==> config.mk <==
export PLATFORM = sky130hd
export DESIGN_NAME = cpu_steer_flat
export DESIGN_NICKNAME = d
export VERILOG_FILES = /design/src/verilog/bus_steer_pkg.sv /design/src/verilog/steer_bus_if.sv /design/src/verilog/cpu_steer.sv /design/src/flat_wrapper.sv
export SDC_FILE = /design/constraint.sdc
export NUM_CORES = 1
export LEC_CHECK = 0
export ABC_CLOCK_PERIOD_IN_PS = 1200
export BUFFER_PORTS_ARGS = -buffer_cell sky130_fd_sc_hd__buf_2
export CAP_MARGIN = 15
export CORE_MARGIN = 1.5
export CORE_UTILIZATION = 41
export DETAILED_ROUTE_END_ITERATION = 7
export PLACE_DENSITY = 0.76
export SLEW_MARGIN = 20
export SYNTH_ARGS = -nofsm -noshare
export SYNTH_HDL_FRONTEND = slang
export SYNTH_SLANG_ARGS = --single-unit
==> constraint.sdc <==
create_clock -name CLOCK -period 1.2 [get_ports CLOCK]
set_input_delay 0.06 -clock CLOCK [delete_from_list [all_inputs] [get_ports CLOCK]]
set_output_delay 0.06 -clock CLOCK [all_outputs]
set_load 0.02 [all_outputs]
==> src/verilog/bus_steer_pkg.sv <==
/*
 * Shared constants for the backplane memory path steering ends.
 * Assumes a single 20 MHz clock and active-low bus lines resolved by the bench.
 */
package bus_steer_pkg;
    // Line widths
    localparam int ADDR_W = 12;        // Low-order address lines
    localparam int FIELD_W = 3;        // Extended field lines
    localparam int DATA_W = 12;        // Memory word and shared data lines
    // Idle (released) level of an active-low line: high reads as zero
    localparam logic [ADDR_W-1:0] ADDR_IDLE = 12'h0fff;
    localparam logic [FIELD_W-1:0] FIELD_IDLE = 3'h7;
    localparam logic [DATA_W-1:0] DATA_IDLE = 12'h0fff;
    // Clock period in ns
    localparam int CLOCK_NS = 50;
    // Data bus use selectors
    typedef enum logic [3:0] {
        USE_EXCHANGE = 4'b0001,        // Peripheral and CPU exchange
        USE_DMA_IN   = 4'b0010,        // Data input from DMA device
        USE_PANEL    = 4'b0100,        // Front-panel register monitor
        USE_PRIORITY = 4'b1000         // Data-break priority resolution
    } bus_use_e;
endpackage

==> src/verilog/steer_bus_if.sv <==
/*
 * Shared lines between the CPU end and the peripheral end.
 * Assumes the bench resolves each wire from the enables (wired-AND, high idle).
 */
`timescale 1ns/10ps
interface steer_bus_if;
    import bus_steer_pkg::*;
    // CPU end drives
    logic [ADDR_W-1:0] cpu_addr_out;
    logic cpu_addr_oe;
    logic [FIELD_W-1:0] cpu_field_out;
    logic cpu_field_oe;
    logic [DATA_W-1:0] cpu_word_out;
    logic cpu_word_oe;
    logic data_direction_select_n;
    logic dma_active;
    logic [3:0] bus_use;
    // Far end drives
    logic [ADDR_W-1:0] far_addr_out;
    logic far_addr_oe;
    logic [FIELD_W-1:0] far_field_out;
    logic far_field_oe;
    logic [DATA_W-1:0] far_word_out;
    logic far_word_oe;
    // Resolved levels, supplied by the bench
    logic [ADDR_W-1:0] cycle_address_low_n;
    logic [FIELD_W-1:0] extended_field_address_n;
    logic [DATA_W-1:0] memory_word_lines_n;
    modport cpu_end (
        output cpu_addr_out, cpu_addr_oe, cpu_field_out, cpu_field_oe,
        output cpu_word_out, cpu_word_oe, data_direction_select_n, dma_active, bus_use,
        input cycle_address_low_n, extended_field_address_n, memory_word_lines_n
    );
    modport far_end (
        output far_addr_out, far_addr_oe, far_field_out, far_field_oe,
        output far_word_out, far_word_oe,
        input data_direction_select_n, dma_active, bus_use,
        input cycle_address_low_n, extended_field_address_n, memory_word_lines_n
    );
endinterface
==> src/verilog/cpu_steer.sv <==
/*
 * CPU end of the memory path: address, field, word-line and data-bus use steering.
 * Assumes the far end keeps its drivers released as directed, and the bench resolves wires.
 */
`timescale 1ns/10ps
module cpu_steer
    import bus_steer_pkg::*;
(
    // Clock and reset
    input wire logic CLOCK,
    input wire logic RST_N,
    // Bus side
    steer_bus_if.cpu_end BUS,
    // Timing from the CPU timing generator
    input wire logic FOURTH_TIME_PULSE,
    input wire logic LOAD_ADDRESS_PULSE,
    // Machine state
    input wire logic DMA_CYCLE,
    input wire logic CPU_WRITE,
    input wire logic [1:0] MACHINE_STATE,
    input wire logic EXT_PRESENT,
    // CPU data
    input wire logic [ADDR_W-1:0] NEXT_ADDRESS,
    input wire logic [DATA_W-1:0] BUFFER_DATA,
    // Observed results
    output logic [ADDR_W-1:0] CYCLE_ADDRESS,
    output logic [FIELD_W-1:0] CYCLE_FIELD,
    output logic [DATA_W-1:0] READ_WORD,
    output logic DMA_OWNS,
    output logic [3:0] BUS_USE
);
    // Address register held for the whole cycle
    logic [ADDR_W-1:0] addr;
    logic [ADDR_W-1:0] next_addr;
    // Break ownership latched with the address
    logic dma;
    logic next_dma;
    // Direction: 1 means CPU drives the word lines
    logic cpu_drive;
    logic next_cpu_drive;
    // Memory buffer register
    logic [DATA_W-1:0] memory_buffer_register;
    logic [DATA_W-1:0] next_buffer;
    // Data bus use, one-hot
    bus_use_e use_sel;
    bus_use_e next_use;
    // Captured read word and field
    logic [DATA_W-1:0] next_read;
    logic [FIELD_W-1:0] next_field;
    // Load strobe from either timing pulse
    logic load_edge;

    // Address and owner: next values, moved only by a timing pulse
    always_comb begin
        // Either timing source opens a new memory cycle
        load_edge = FOURTH_TIME_PULSE || LOAD_ADDRESS_PULSE;
        // Hold by default so the lines stay static through the cycle
        next_addr = addr;
        next_dma = dma;
        if (load_edge) begin
            // Address and owner move only here, then hold
            next_addr = NEXT_ADDRESS;
            // Break ownership sampled with the address
            next_dma = DMA_CYCLE;
        end
    end

    // Address and owner registers
    always_ff @(posedge CLOCK) begin
        if (!RST_N) begin
            // Reset: clear the owner so the CPU takes the address lines once reset ends
            addr <= '0;
            dma <= 1'b0;
        end else begin
            // Held or newly loaded values
            addr <= next_addr;
            dma <= next_dma;
        end
    end

    // Direction and buffer: next values
    always_comb begin
        // Write intent sets direction, refused in a break
        // Incoming owner is used, so a write beside a break load never drives
        next_cpu_drive = CPU_WRITE && !next_dma;
        // Buffer loads on write, otherwise keeps its word
        if (CPU_WRITE) begin
            next_buffer = BUFFER_DATA;
        end else begin
            next_buffer = memory_buffer_register;
        end
    end

    // Direction and buffer registers
    always_ff @(posedge CLOCK) begin
        if (!RST_N) begin
            // Reset: clear direction so the memory side takes the word lines once reset ends
            cpu_drive <= 1'b0;
            memory_buffer_register <= '0;
        end else begin
            // Follow write intent one cycle later
            cpu_drive <= next_cpu_drive;
            memory_buffer_register <= next_buffer;
        end
    end

    // Data bus use: next value from machine state
    always_comb begin
        case (MACHINE_STATE)
            2'h0: begin
                // Peripheral and CPU exchange
                next_use = USE_EXCHANGE;
            end
            2'h1: begin
                // Input word from a break device
                next_use = USE_DMA_IN;
            end
            2'h2: begin
                // Panel register monitor
                next_use = USE_PANEL;
            end
            2'h3: begin
                // Break priority resolution
                next_use = USE_PRIORITY;
            end
            default: begin
                // Unknown state falls back to exchange
                next_use = USE_EXCHANGE;
            end
        endcase
    end

    // Data bus use register
    always_ff @(posedge CLOCK) begin
        if (!RST_N) begin
            // Reset: exchange use
            use_sel <= USE_EXCHANGE;
        end else begin
            // Follow machine state one cycle later
            use_sel <= next_use;
        end
    end

    // Capture: next read word and field from the resolved lines
    always_comb begin
        if (cpu_drive) begin
            // Own write on the lines: keep the last memory word
            next_read = READ_WORD;
        end else begin
            // Memory drives: decode the active-low word
            next_read = ~BUS.memory_word_lines_n;
        end
        // Field as resolved on the lines, active high
        next_field = ~BUS.extended_field_address_n;
    end

    // Capture registers
    always_ff @(posedge CLOCK) begin
        if (!RST_N) begin
            // Reset: nothing read yet
            READ_WORD <= '0;
            CYCLE_FIELD <= '0;
        end else begin
            // Registered copies, one cycle behind the lines
            READ_WORD <= next_read;
            CYCLE_FIELD <= next_field;
        end
    end

    // Bus drivers, all active low; each enable drops in reset so that
    // no end fights another while registers are still settling
    always_comb begin
        // Low address: CPU unless a break owns the cycle
        BUS.cpu_addr_oe = RST_N && !dma;
        BUS.cpu_addr_out = ~addr;
        // Pull-up stand-in reads as zero when no extension
        BUS.cpu_field_oe = RST_N && !EXT_PRESENT && !dma;
        BUS.cpu_field_out = FIELD_IDLE;
        // Word lines: buffer register while the CPU writes
        BUS.cpu_word_oe = RST_N && cpu_drive;
        BUS.cpu_word_out = ~memory_buffer_register;
        // Direction high while the CPU drives, low while memory drives
        BUS.data_direction_select_n = cpu_drive;
        // State lines for the far end
        BUS.dma_active = dma;
        BUS.bus_use = use_sel;
    end

    // Observed outputs
    // Address register as loaded, also during a break
    assign CYCLE_ADDRESS = addr;
    // Owner of the current cycle
    assign DMA_OWNS = dma;
    // Data bus use, one-hot
    assign BUS_USE = use_sel;
endmodule

==> src/flat_wrapper.sv <==
// flat-port wrapper written by rule: the top's interface ports become plain ports
module cpu_steer_flat import bus_steer_pkg::*;
  (CLOCK, RST_N, FOURTH_TIME_PULSE, LOAD_ADDRESS_PULSE, DMA_CYCLE, CPU_WRITE, MACHINE_STATE, EXT_PRESENT, NEXT_ADDRESS, BUFFER_DATA, CYCLE_ADDRESS, CYCLE_FIELD, READ_WORD, DMA_OWNS, BUS_USE, BUS_cpu_addr_out, BUS_cpu_addr_oe, BUS_cpu_field_out, BUS_cpu_field_oe, BUS_cpu_word_out, BUS_cpu_word_oe, BUS_data_direction_select_n, BUS_dma_active, BUS_bus_use, BUS_cycle_address_low_n, BUS_extended_field_address_n, BUS_memory_word_lines_n);
  steer_bus_if BUS_i ();
  input wire logic CLOCK;
  input wire logic RST_N;
  input wire logic FOURTH_TIME_PULSE;
  input wire logic LOAD_ADDRESS_PULSE;
  input wire logic DMA_CYCLE;
  input wire logic CPU_WRITE;
  input wire logic [1:0] MACHINE_STATE;
  input wire logic EXT_PRESENT;
  input wire logic [ADDR_W-1:0] NEXT_ADDRESS;
  input wire logic [DATA_W-1:0] BUFFER_DATA;
  output logic [ADDR_W-1:0] CYCLE_ADDRESS;
  output logic [FIELD_W-1:0] CYCLE_FIELD;
  output logic [DATA_W-1:0] READ_WORD;
  output logic DMA_OWNS;
  output logic [3:0] BUS_USE;
  output wire logic [$bits(BUS_i.cpu_addr_out)-1:0] BUS_cpu_addr_out;
  output wire logic [$bits(BUS_i.cpu_addr_oe)-1:0] BUS_cpu_addr_oe;
  output wire logic [$bits(BUS_i.cpu_field_out)-1:0] BUS_cpu_field_out;
  output wire logic [$bits(BUS_i.cpu_field_oe)-1:0] BUS_cpu_field_oe;
  output wire logic [$bits(BUS_i.cpu_word_out)-1:0] BUS_cpu_word_out;
  output wire logic [$bits(BUS_i.cpu_word_oe)-1:0] BUS_cpu_word_oe;
  output wire logic [$bits(BUS_i.data_direction_select_n)-1:0] BUS_data_direction_select_n;
  output wire logic [$bits(BUS_i.dma_active)-1:0] BUS_dma_active;
  output wire logic [$bits(BUS_i.bus_use)-1:0] BUS_bus_use;
  input wire logic [$bits(BUS_i.cycle_address_low_n)-1:0] BUS_cycle_address_low_n;
  input wire logic [$bits(BUS_i.extended_field_address_n)-1:0] BUS_extended_field_address_n;
  input wire logic [$bits(BUS_i.memory_word_lines_n)-1:0] BUS_memory_word_lines_n;
  assign BUS_cpu_addr_out = BUS_i.cpu_addr_out;
  assign BUS_cpu_addr_oe = BUS_i.cpu_addr_oe;
  assign BUS_cpu_field_out = BUS_i.cpu_field_out;
  assign BUS_cpu_field_oe = BUS_i.cpu_field_oe;
  assign BUS_cpu_word_out = BUS_i.cpu_word_out;
  assign BUS_cpu_word_oe = BUS_i.cpu_word_oe;
  assign BUS_data_direction_select_n = BUS_i.data_direction_select_n;
  assign BUS_dma_active = BUS_i.dma_active;
  assign BUS_bus_use = BUS_i.bus_use;
  assign BUS_i.cycle_address_low_n = BUS_cycle_address_low_n;
  assign BUS_i.extended_field_address_n = BUS_extended_field_address_n;
  assign BUS_i.memory_word_lines_n = BUS_memory_word_lines_n;
  cpu_steer u_core (.CLOCK(CLOCK), .RST_N(RST_N), .BUS(BUS_i), .FOURTH_TIME_PULSE(FOURTH_TIME_PULSE), .LOAD_ADDRESS_PULSE(LOAD_ADDRESS_PULSE), .DMA_CYCLE(DMA_CYCLE), .CPU_WRITE(CPU_WRITE), .MACHINE_STATE(MACHINE_STATE), .EXT_PRESENT(EXT_PRESENT), .NEXT_ADDRESS(NEXT_ADDRESS), .BUFFER_DATA(BUFFER_DATA), .CYCLE_ADDRESS(CYCLE_ADDRESS), .CYCLE_FIELD(CYCLE_FIELD), .READ_WORD(READ_WORD), .DMA_OWNS(DMA_OWNS), .BUS_USE(BUS_USE));
endmodule
==> results.ini, run 1 <==
[clock_network]
path_clk_slew_ns=0.08
htree_levels=2
clock_latency_ns=0.28
clk_path_buf_depth=2
clkSinkCount=45
postCtsSetupRepairBufs=0
numCtsBuffers=5
tritoncts=yes
root_buffer=clkbuf_8

[synthesis]
muxShareOfSynthArea_pct=6.391
ys_seq_area_share_pct=47.94
avgSynthCellArea_sq_um=9.212
yosysMostFrequentCell=dfxtp_1
netlist_instances=204
ys_ff_latch=45
synthXorXnorAreaFrac_pct=0
ys.flop_type=dfxtp_1
synth_adder_area_share_pct=0
ys_types=22
synth_top_area_cell=dfxtp_1
synth_top_family_by_area=simple AND/OR/NAND/NOR gates
yosys_warnings=0
synthSimpleGateAreaFrac_pct=19.97
synth_compound_gate_area_share_pct=13.85
yosys-top-cells-area=dfxtp_1 48%, mux2i_1 6.4%, a21boi_1 6.4%
async_flop_share_pct=0
synth_edf_count=0
synth.top_cell.area_share_pct=47.94
synth_common_cells=45 x dfxtp_1, 24 x inv_1, 17 x nor2b_1
synth_area_sq_um=1879

[pwr]
switching_share_pct=27.40
p_leak_nw=1.244
intPower_mw=2.233
combinationalPowerShare_pct=19.9
cellPowerDensity_nw_per_um2=1205
clkPwrFrac_pct=27.1
p_sw_uw=842.5
ir_drop_v=0.0005814
total_power_mw=3.075
pwr-share-seq_pct=53.0

[drt]
wirelength_mm=3.913
drtAntennaViolNets=0
drt_pass1_iterations=4
routed_via_density=4.481
drc_errors=0
vias=1631
post_drt_wl_per_cell_microns=10.75
initialDrtViolationCount=64

[global_routing]
grt_usage_pct=15.65
grt_pass1_vias=1495
antenna_found_initial=0
grt_pass1_wl_mm=6.423
grt-ovfl-total=0
grt_max_degree=27

[worst_hold_path]
min_path_cells=3
hold_path_class=input pin to flop

[placed_design]
post-place-ws_ns=0.1901
routabilityCongestion=0.7114
dp_hpwl_mm=2.765
io_buffers=112

[timing]
rsz0062_at_grt=no
clock_skew_ns=0.005170
setup-tns-final_ns=0
hold_violations=0
period_share_pct=94.03
finalSetupViolCount=0
fmax_mhz=886.2
slew_viol_final=0
fin_crit_ns=1.128
setup_ws_ns=0.07161

[critical_path]
cp.required_ns=1.14
r2r_cells=3
crit_type=flop to output pin
startpoint_type=flop
critPathCaptureType=output pin
cp_data_arrival_time_ns=1.07
worstPathMaxFanout=26

[final_layout]
fillers=403
final-seq-area_sq_um=900.9
nets=373
drive_gt1_share_pct=44.23
multiInputGateArea_sq_um=767.0
syn_to_final_growth_pct=35.82
num_antenna_cells=0

[run_status]
outcome=finished clean

[floorplanning]
dieArea_sq_um=4998
fp.dieH_microns=70.70
start_util_pct=42.87
fp-row-count=24
ios=128
die_w_microns=70.70
core-area_sq_um=4384

[run]
cap_violations=0

[timing repair]
action | 4_1_cts | 5_1_grt
hold buffers | 5 | 0
endpoints found under the hold margin | 6 | 0
setup endpoints to repair | 0 | 1
gates resized for setup | 0 | 1
[path summary, 6_finish.rpt]
path | startpoint | endpoint | slack (ns)
worst min-delay path | BUS_memory_word_lines_n[10] | u_core.READ_WORD[10]$_SDFFE_PN0N_ | 0.02
worst min register to register | u_core.READ_WORD[9]$_SDFFE_PN0N_ | u_core.READ_WORD[9]$_SDFFE_PN0N_ | 0.45
worst max register to register | u_core.BUS.data_direction_select_n$_SDFF_PN0_ | u_core.READ_WORD[3]$_SDFFE_PN0N_ | 0.17
worst max-delay path | u_core.BUS.data_direction_select_n$_SDFF_PN0_ | BUS_cpu_word_oe | 0.07
[layout by cell type, fill, tap and decap left out, types with 2 or more instances in the layout]
| cell | count |
|---|---|
| or2_2 | 12 |
| a21boi_1 | 16 |
| buf_2 | 111 |
| or3b_1 | 8 |
| a21boi_0 | 8 |
| o21ai_0 | 13 |
| mux2i_1 | 12 |
| nor2b_1 | 17 |
| nor2_1 | 2 |
| conb_1 | 3 |
| inv_1 | 24 |
| dfxtp_1 | 45 |
| buf_4 | 4 |
| or3b_2 | 4 |
| nand2_1 | 15 |
| dlygate4sd3_1 | 5 |
| clkbuf_8 | 5 |
| o21a_1 | 2 |
[flip-flops by register name, indices dropped and copies added (netlist names)]
signal,count
u_core.CYCLE_ADDRESS,12
u_core.BUS.bus_use,4
u_core.BUS.dma_active,1
u_core.memory_buffer_register,12
u_core.READ_WORD,12
u_core.BUS.data_direction_select_n,1
u_core.CYCLE_FIELD,3
[cells by family after synthesis]
| logic type | count (synthesis) |
|---|---|
| simple gates | 62 |
| other cells | 1 |
| buf+inv | 45 |
| mux | 12 |
| flops | 45 |
| compound gates | 39 |
[power groups by stage]
| stage | clock network, mW | logic, mW | registers, mW |
|---|---|---|---|
| after global routing | 0.930 | 0.668 | 1.64 |
| final | 0.834 | 0.612 | 1.63 |
| after global placement | 0 | 0.595 | 1.66 |
| after detailed placement | 0 | 0.603 | 1.66 |
| after floorplan | 0 | 0.310 | 1.74 |
| after CTS | 0.882 | 0.617 | 1.63 |
[routing by layer]
metal | routed length (microns) | GRT usage (%) | vias to the layer above | part of all wire, %
li1 | - | - | 850 | -
met1 | 1718 | 19.30 | 711 | 44
met2 | 1895 | 25.86 | 68 | 48
met3 | 266 | 4.843 | 2 | 6.8
met4 | 34 | 5.660 | 0 | 0.87
met5 | 0 | 0 | - | 0
[cell type report]
cell class	count	area share, %
Clock buffer	5	2.696
Clock inverter	1	0.1961
Inverter	24	3.529
Multi-Input combinational cell	116	30.05
Sequential cell	45	35.29
Tap cell	52	2.549
Timing Repair Buffer	121	25.69
[through the flow]
step | instances | utilization, % | hold slack [ns] | area (sq um)
after CTS | 364 | 58.16 | 0.01261 | 2550
after detailed placement | 353 | 55.34 | 0.2182 | 2426
after global routing | 364 | 58.22 | 0.01324 | 2552
after global placement | 353 | 55.34 | 0.2144 | 2426
final | 364 | 58.22 | 0.02465 | 2552
after floorplan | 206 | - | 0.1315 | 1887
[critical path, cell delays in order, from the launching register on]
cell and delay (ns):
dfxtp_1 0.36, buf_12 0.15, and2_1 0.12, buf_2 0.15
Note: power is estimated with default switching activity, not from simulation.
==> run 2, diff against run 1 <==
- BUFFER_PORTS_ARGS: -buffer_cell sky130_fd_sc_hd__buf_2 -> default
- CORE_UTILIZATION: 41 -> 61
- DONT_BUFFER_PORTS: default -> 1
- PLACE_DENSITY: 0.76 -> 0.74
==> results.ini, run 2 (synthesis results as in run 1) <==
[run_status]
outcome=finished, violations left
failed_checks=negative hold slack

[clock_network]
postCtsHoldBufs=13
clkSinkCount=45
numCtsBuffers=5
htree_levels=2
path_clk_slew_ns=0.13
root_buffer=clkbuf_4
clk_path_buf_depth=2
tritoncts=yes
clock_latency_ns=0.35

[global_routing]
grt-ovfl-total=0
antenna_found_initial=0
grt_pass1_wl_mm=5.478
grt_usage_pct=21.19
grt_pass1_vias=1285
grt_max_degree=48

[placed_design]
dp_hpwl_mm=2.419
dp_cells=233
io_buffers=0
post-place-ws_ns=0.1786
routabilityCongestion=0.6510

[critical_path]
critPathCaptureType=flop
crit_type=input pin to flop
slowest_stage=dlygate4sd3_1
cp.required_ns=1.44
startpoint_type=input pin
crit_top_cell=dlygate4sd3_1
path_cells=dlygate4sd3_1, and3_1, dlygate4sd3_1
worstPathMaxFanout=4
path_buf_inv=2
cp_data_arrival_time_ns=1.39
cp_slowest_stage_delay_ns=0.60
critPathTopFamily=buffers and inverters

[final_layout]
final_cell_mix=44 x dfxtp_1, 24 x inv_1, 17 x buf_4
final-seq-area_sq_um=902.1
fillers=214
nets=283
multiInputGateArea_sq_um=772.0
stdcell_count=255
num_antenna_cells=0
final_common_cell=dfxtp_1
syn_to_final_growth_pct=13.38
drive_gt1_share_pct=19.64

[timing]
setup_ws_ns=0.04962
hold_ws_ns=-0.1681
period_share_pct=95.87
clock_skew_ns=0.01078
rsz0062_at_grt=yes
tightest_slew_ns=0.7379
slew_headroom_pct=50.80
slew_viol_final=0
finalSetupViolCount=0
hold_violations=38
fin_crit_ns=1.150
fmax_mhz=869.3

[floorplanning]
core-area_sq_um=2829
die_w_microns=58.51
ios=128
fp-row-count=19
fp.dieH_microns=58.51
dieArea_sq_um=3423
start_util_pct=66.43

[drt]
routed_via_density=5.278
drt_pass1_iterations=4
post_drt_wl_per_cell_microns=14.42
wirelength_mm=3.677
initialDrtViolationCount=59
drtAntennaViolNets=0
drc_errors=0
vias=1346

[pwr]
ir_drop_v=0.001262
p_leak_nw=0.9014
cellPowerDensity_nw_per_um2=1306

[run]
cap_violations=0

[worst_hold_path]
hold_path_class=input pin to flop

==> run 2: changes by cell type in the layout (fill, tap and decap cells not counted), sizes merged <==
cell          before  now
dlygate4sd3        5   12
clkbuf             5    6
buf              116   18
clkinvlp           0    2
dlymetal6s4s       0    1
clkinv             1    0
==> run 2: routing by layer <==
metal | share of wire (%) | global-route usage, % | vias to the layer above
met5 | 0 | 0 | -
met4 | 1.3 | 8.970 | 0
met3 | 11 | 9.011 | 8
met2 | 48 | 37.24 | 67
met1 | 40 | 21.96 | 591
li1 | - | - | 680
==> run 2: timing repair <==
item	4_1_cts	5_1_grt
resized for setup	1	5
endpoints found under the hold margin	45	38
endpoints found under the setup margin	1	5
setup buffers	0	1
==> run 2: stage by stage <==
| stage | utilization [%] | cell area [sq um] | setup TNS (ns) | total power, mW |
|---|---|---|---|---|
| after detailed placement | 68.02 | 1924 | 0 | 2.080 |
| after CTS | 74.66 | 2112 | 0 | 2.800 |
| after floorplan | - | 1887 | 0 | 2.053 |
| after global routing | 75.32 | 2131 | -0.03056 | 2.905 |
| final | 75.32 | 2131 | 0 | 2.784 |
| after global placement | 68.02 | 1924 | 0 | 2.065 |
==> run 2: layout make-up <==
cell class | instances | share of cell area, %
Sequential cell | 45 | 42.34
Clock buffer | 6 | 1.938
Clock inverter | 2 | 0.7046
Tap cell | 31 | 1.820
Timing Repair Buffer | 31 | 12.74
Multi-Input combinational cell | 116 | 36.23
Inverter | 24 | 4.228
==> run 2: worst paths after layout <==
path                            slack (ns)                                     startpoint  cells after the start                                            end
worst max-delay path                  0.05                               MACHINE_STATE[1]                      3               u_core.BUS.bus_use[3]$_SDFF_PN0_
worst min-delay path                 -0.17                                          RST_N                      1               u_core.BUS.dma_active$_SDFF_PN0_
worst max register to register        0.18  u_core.BUS.data_direction_select_n$_SDFF_PN0_                      3               u_core.READ_WORD[4]$_SDFFE_PN0N_
worst min register to register        0.53  u_core.memory_buffer_register[1]$_SDFFE_PN0P_                      2  u_core.memory_buffer_register[1]$_SDFFE_PN0P_
==> run 2: power by group <==
group	switching (mW)	internal, mW	total, mW
combinational	0.227	0.182	0.409
sequential	0.103	1.58	1.69
clock	0.457	0.229	0.686
total	0.787	2.00	2.78
==> run 3, diff against run 2 <==
- CELL_PAD_IN_SITES_DETAIL_PLACEMENT: default -> 1
- CELL_PAD_IN_SITES_GLOBAL_PLACEMENT: default -> 1
- CORE_UTILIZATION: 61 -> 42
- PLACE_DENSITY: 0.74 -> 0.73
==> results.ini, run 3 (synthesis results as in run 1) <==
[pwr]
ir_drop_v=0.001148
pwr-share-seq_pct=48.8
p_leak_nw=1.140
p_sw_uw=927.6
intPower_mw=2.556
clkPwrFrac_pct=34.5
cellPowerDensity_nw_per_um2=1285
switching_share_pct=26.63
total_power_mw=3.484
combinationalPowerShare_pct=16.8

[global_routing]
antenna_found_initial=0
grt-ovfl-total=0
grt_usage_pct=25.65
grt_pass1_vias=1875
grt_pass1_wl_mm=9.625
grt_max_degree=41

[critical_path]
cp_slowest_stage_delay_ns=0.58
path_cells=mux2i_1, dlygate4sd3_1, nor2b_1
cp_data_arrival_time_ns=1.37
critPathCaptureType=flop
timing.rr.start=u_core.memory_buffer_register[2]$_SDFFE_PN0P_
reg2reg_to=u_core.memory_buffer_register[2]$_SDFFE_PN0P_
slowest_stage=dlygate4sd3_1
worstPathMaxFanout=2
rrSetupSlack_ns=0.04
startpoint_type=flop
r2r_cells=3
crit_type=flop to flop
cp.required_ns=1.41

[final_layout]
num_antenna_cells=0
drive_gt1_share_pct=18.96
nets=328
stdcell_count=321
fillers=460
syn_to_final_growth_pct=44.21
fin_util_pct=62.67
final_common_cell=dlygate4sd3_1
final_cell_mix=56 x dlygate4sd3_1, 38 x dfxtp_1, 24 x inv_1

[drt]
drc_errors=0
routed_via_density=5.047
drtAntennaViolNets=0
wirelength_mm=5.975
vias=1620
post_drt_wl_per_cell_microns=18.61
drt_pass1_iterations=4
initialDrtViolationCount=56

[floorplanning]
dieArea_sq_um=4885
die_w_microns=69.89
core-area_sq_um=4324
fp-row-count=24
fp.dieH_microns=69.89
start_util_pct=43.46
ios=128

[worst_hold_path]
hold_path_class=input pin to flop
min_path_cells=2
holdPathEnd=u_core.memory_buffer_register[7]$_SDFFE_PN0P_
hold_start=CPU_WRITE

[clock_network]
clk_path_buf_depth=2
root_buffer=clkbuf_8
numCtsBuffers=5
clock_latency_ns=0.30
postCtsSetupRepairBufs=0
htree_levels=2
clkSinkCount=45
path_clk_slew_ns=0.09
tritoncts=yes

[placed_design]
post-place-ws_ns=0.1611
io_buffers=0
dp_hpwl_mm=3.056
routabilityCongestion=0.6899
dp_cells=253

[run_status]
failed_checks=negative hold slack
outcome=finished, violations left

[timing]
slew_viol_final=0
clock_skew_ns=0.008339
period_share_pct=97.04
setup_ws_ns=0.03548
fmax_mhz=858.7
fin_crit_ns=1.165
finalSetupViolCount=0
hold_violations=5
hold_ws_ns=-0.03334

[run]
cap_violations=0

==> run 3: layer usage <==
layer  part of all wire (%)  GRT usage, %
met3                    6.2         7.359
met2                     54         48.89
met4                    1.6         8.333
met1                     38         26.68
met5                      0             0
==> run 3: critical path, delay by kind of cell (launching register included) <==
family        cells  cell delay (ns)
flops             1             0.33
mux               1             0.12
buf+inv           1             0.58
simple gates      1             0.05
==> run 3: how the worst max path moves through the flow <==
stage / start / to / slack (ns) / cells past startpoint
finish: u_core.memory_buffer_register[2]$_SDFFE_PN0P_ / u_core.memory_buffer_register[2]$_SDFFE_PN0P_ / 0.04 / 3
detailed placement: u_core.BUS.data_direction_select_n$_SDFF_PN0_ / u_core.READ_WORD[3]$_SDFFE_PN0N_ / 0.16 / 3
global placement: u_core.BUS.data_direction_select_n$_SDFF_PN0_ / u_core.READ_WORD[4]$_SDFFE_PN0N_ / 0.23 / 3
CTS: u_core.BUS.dma_active$_SDFF_PN0_ / BUS_cpu_field_oe / 0.02 / 3
floorplan: u_core.BUS.dma_active$_SDFF_PN0_ / BUS_cpu_field_oe / 0.002 / 2
global route: NEXT_ADDRESS[8] / u_core.CYCLE_ADDRESS[8]$_SDFFE_PN0P_ / -0.03 / 4
==> run 3: power groups by stage <==
stage	registers (mW)	logic [mW]	clock network, mW
4_1_cts	1.69	0.596	1.21
5_1_grt	1.71	0.632	1.32
6_report	1.70	0.585	1.20
2_1_floorplan	1.74	0.310	0
3_5_place_dp	1.73	0.371	0
3_3_place_gp	1.72	0.352	0
==> run 3: layout make-up <==
class | count | area (sq um) | area share [%]
clock buffers | 6 | 82.58 | 3.047
repair buffers | 76 | 750.7 | 27.70
well taps | 52 | 65.06 | 2.401
multi-input cells | 116 | 774.5 | 28.58
flip-flops and latches | 45 | 909.6 | 33.56
inverters | 24 | 90.09 | 3.324
clock inverters | 2 | 37.54 | 1.385
==> run 3: stage by stage <==
| stage | instance area, sq um | TNS [ns] |
|---|---|---|
| after detailed placement | 1956 | 0 |
| final | 2710 | 0 |
| after floorplan | 1887 | 0 |
| after CTS | 2786 | 0 |
| after global routing | 2710 | -0.02864 |
| after global placement | 1956 | 0 |
==> run 3: what timing repair did <==
action / CTS / global route
resized for setup: 0 / 13
endpoints found under the setup margin: 0 / 16
hold buffers: 70 / 1
hold endpoints to repair: 45 / 3
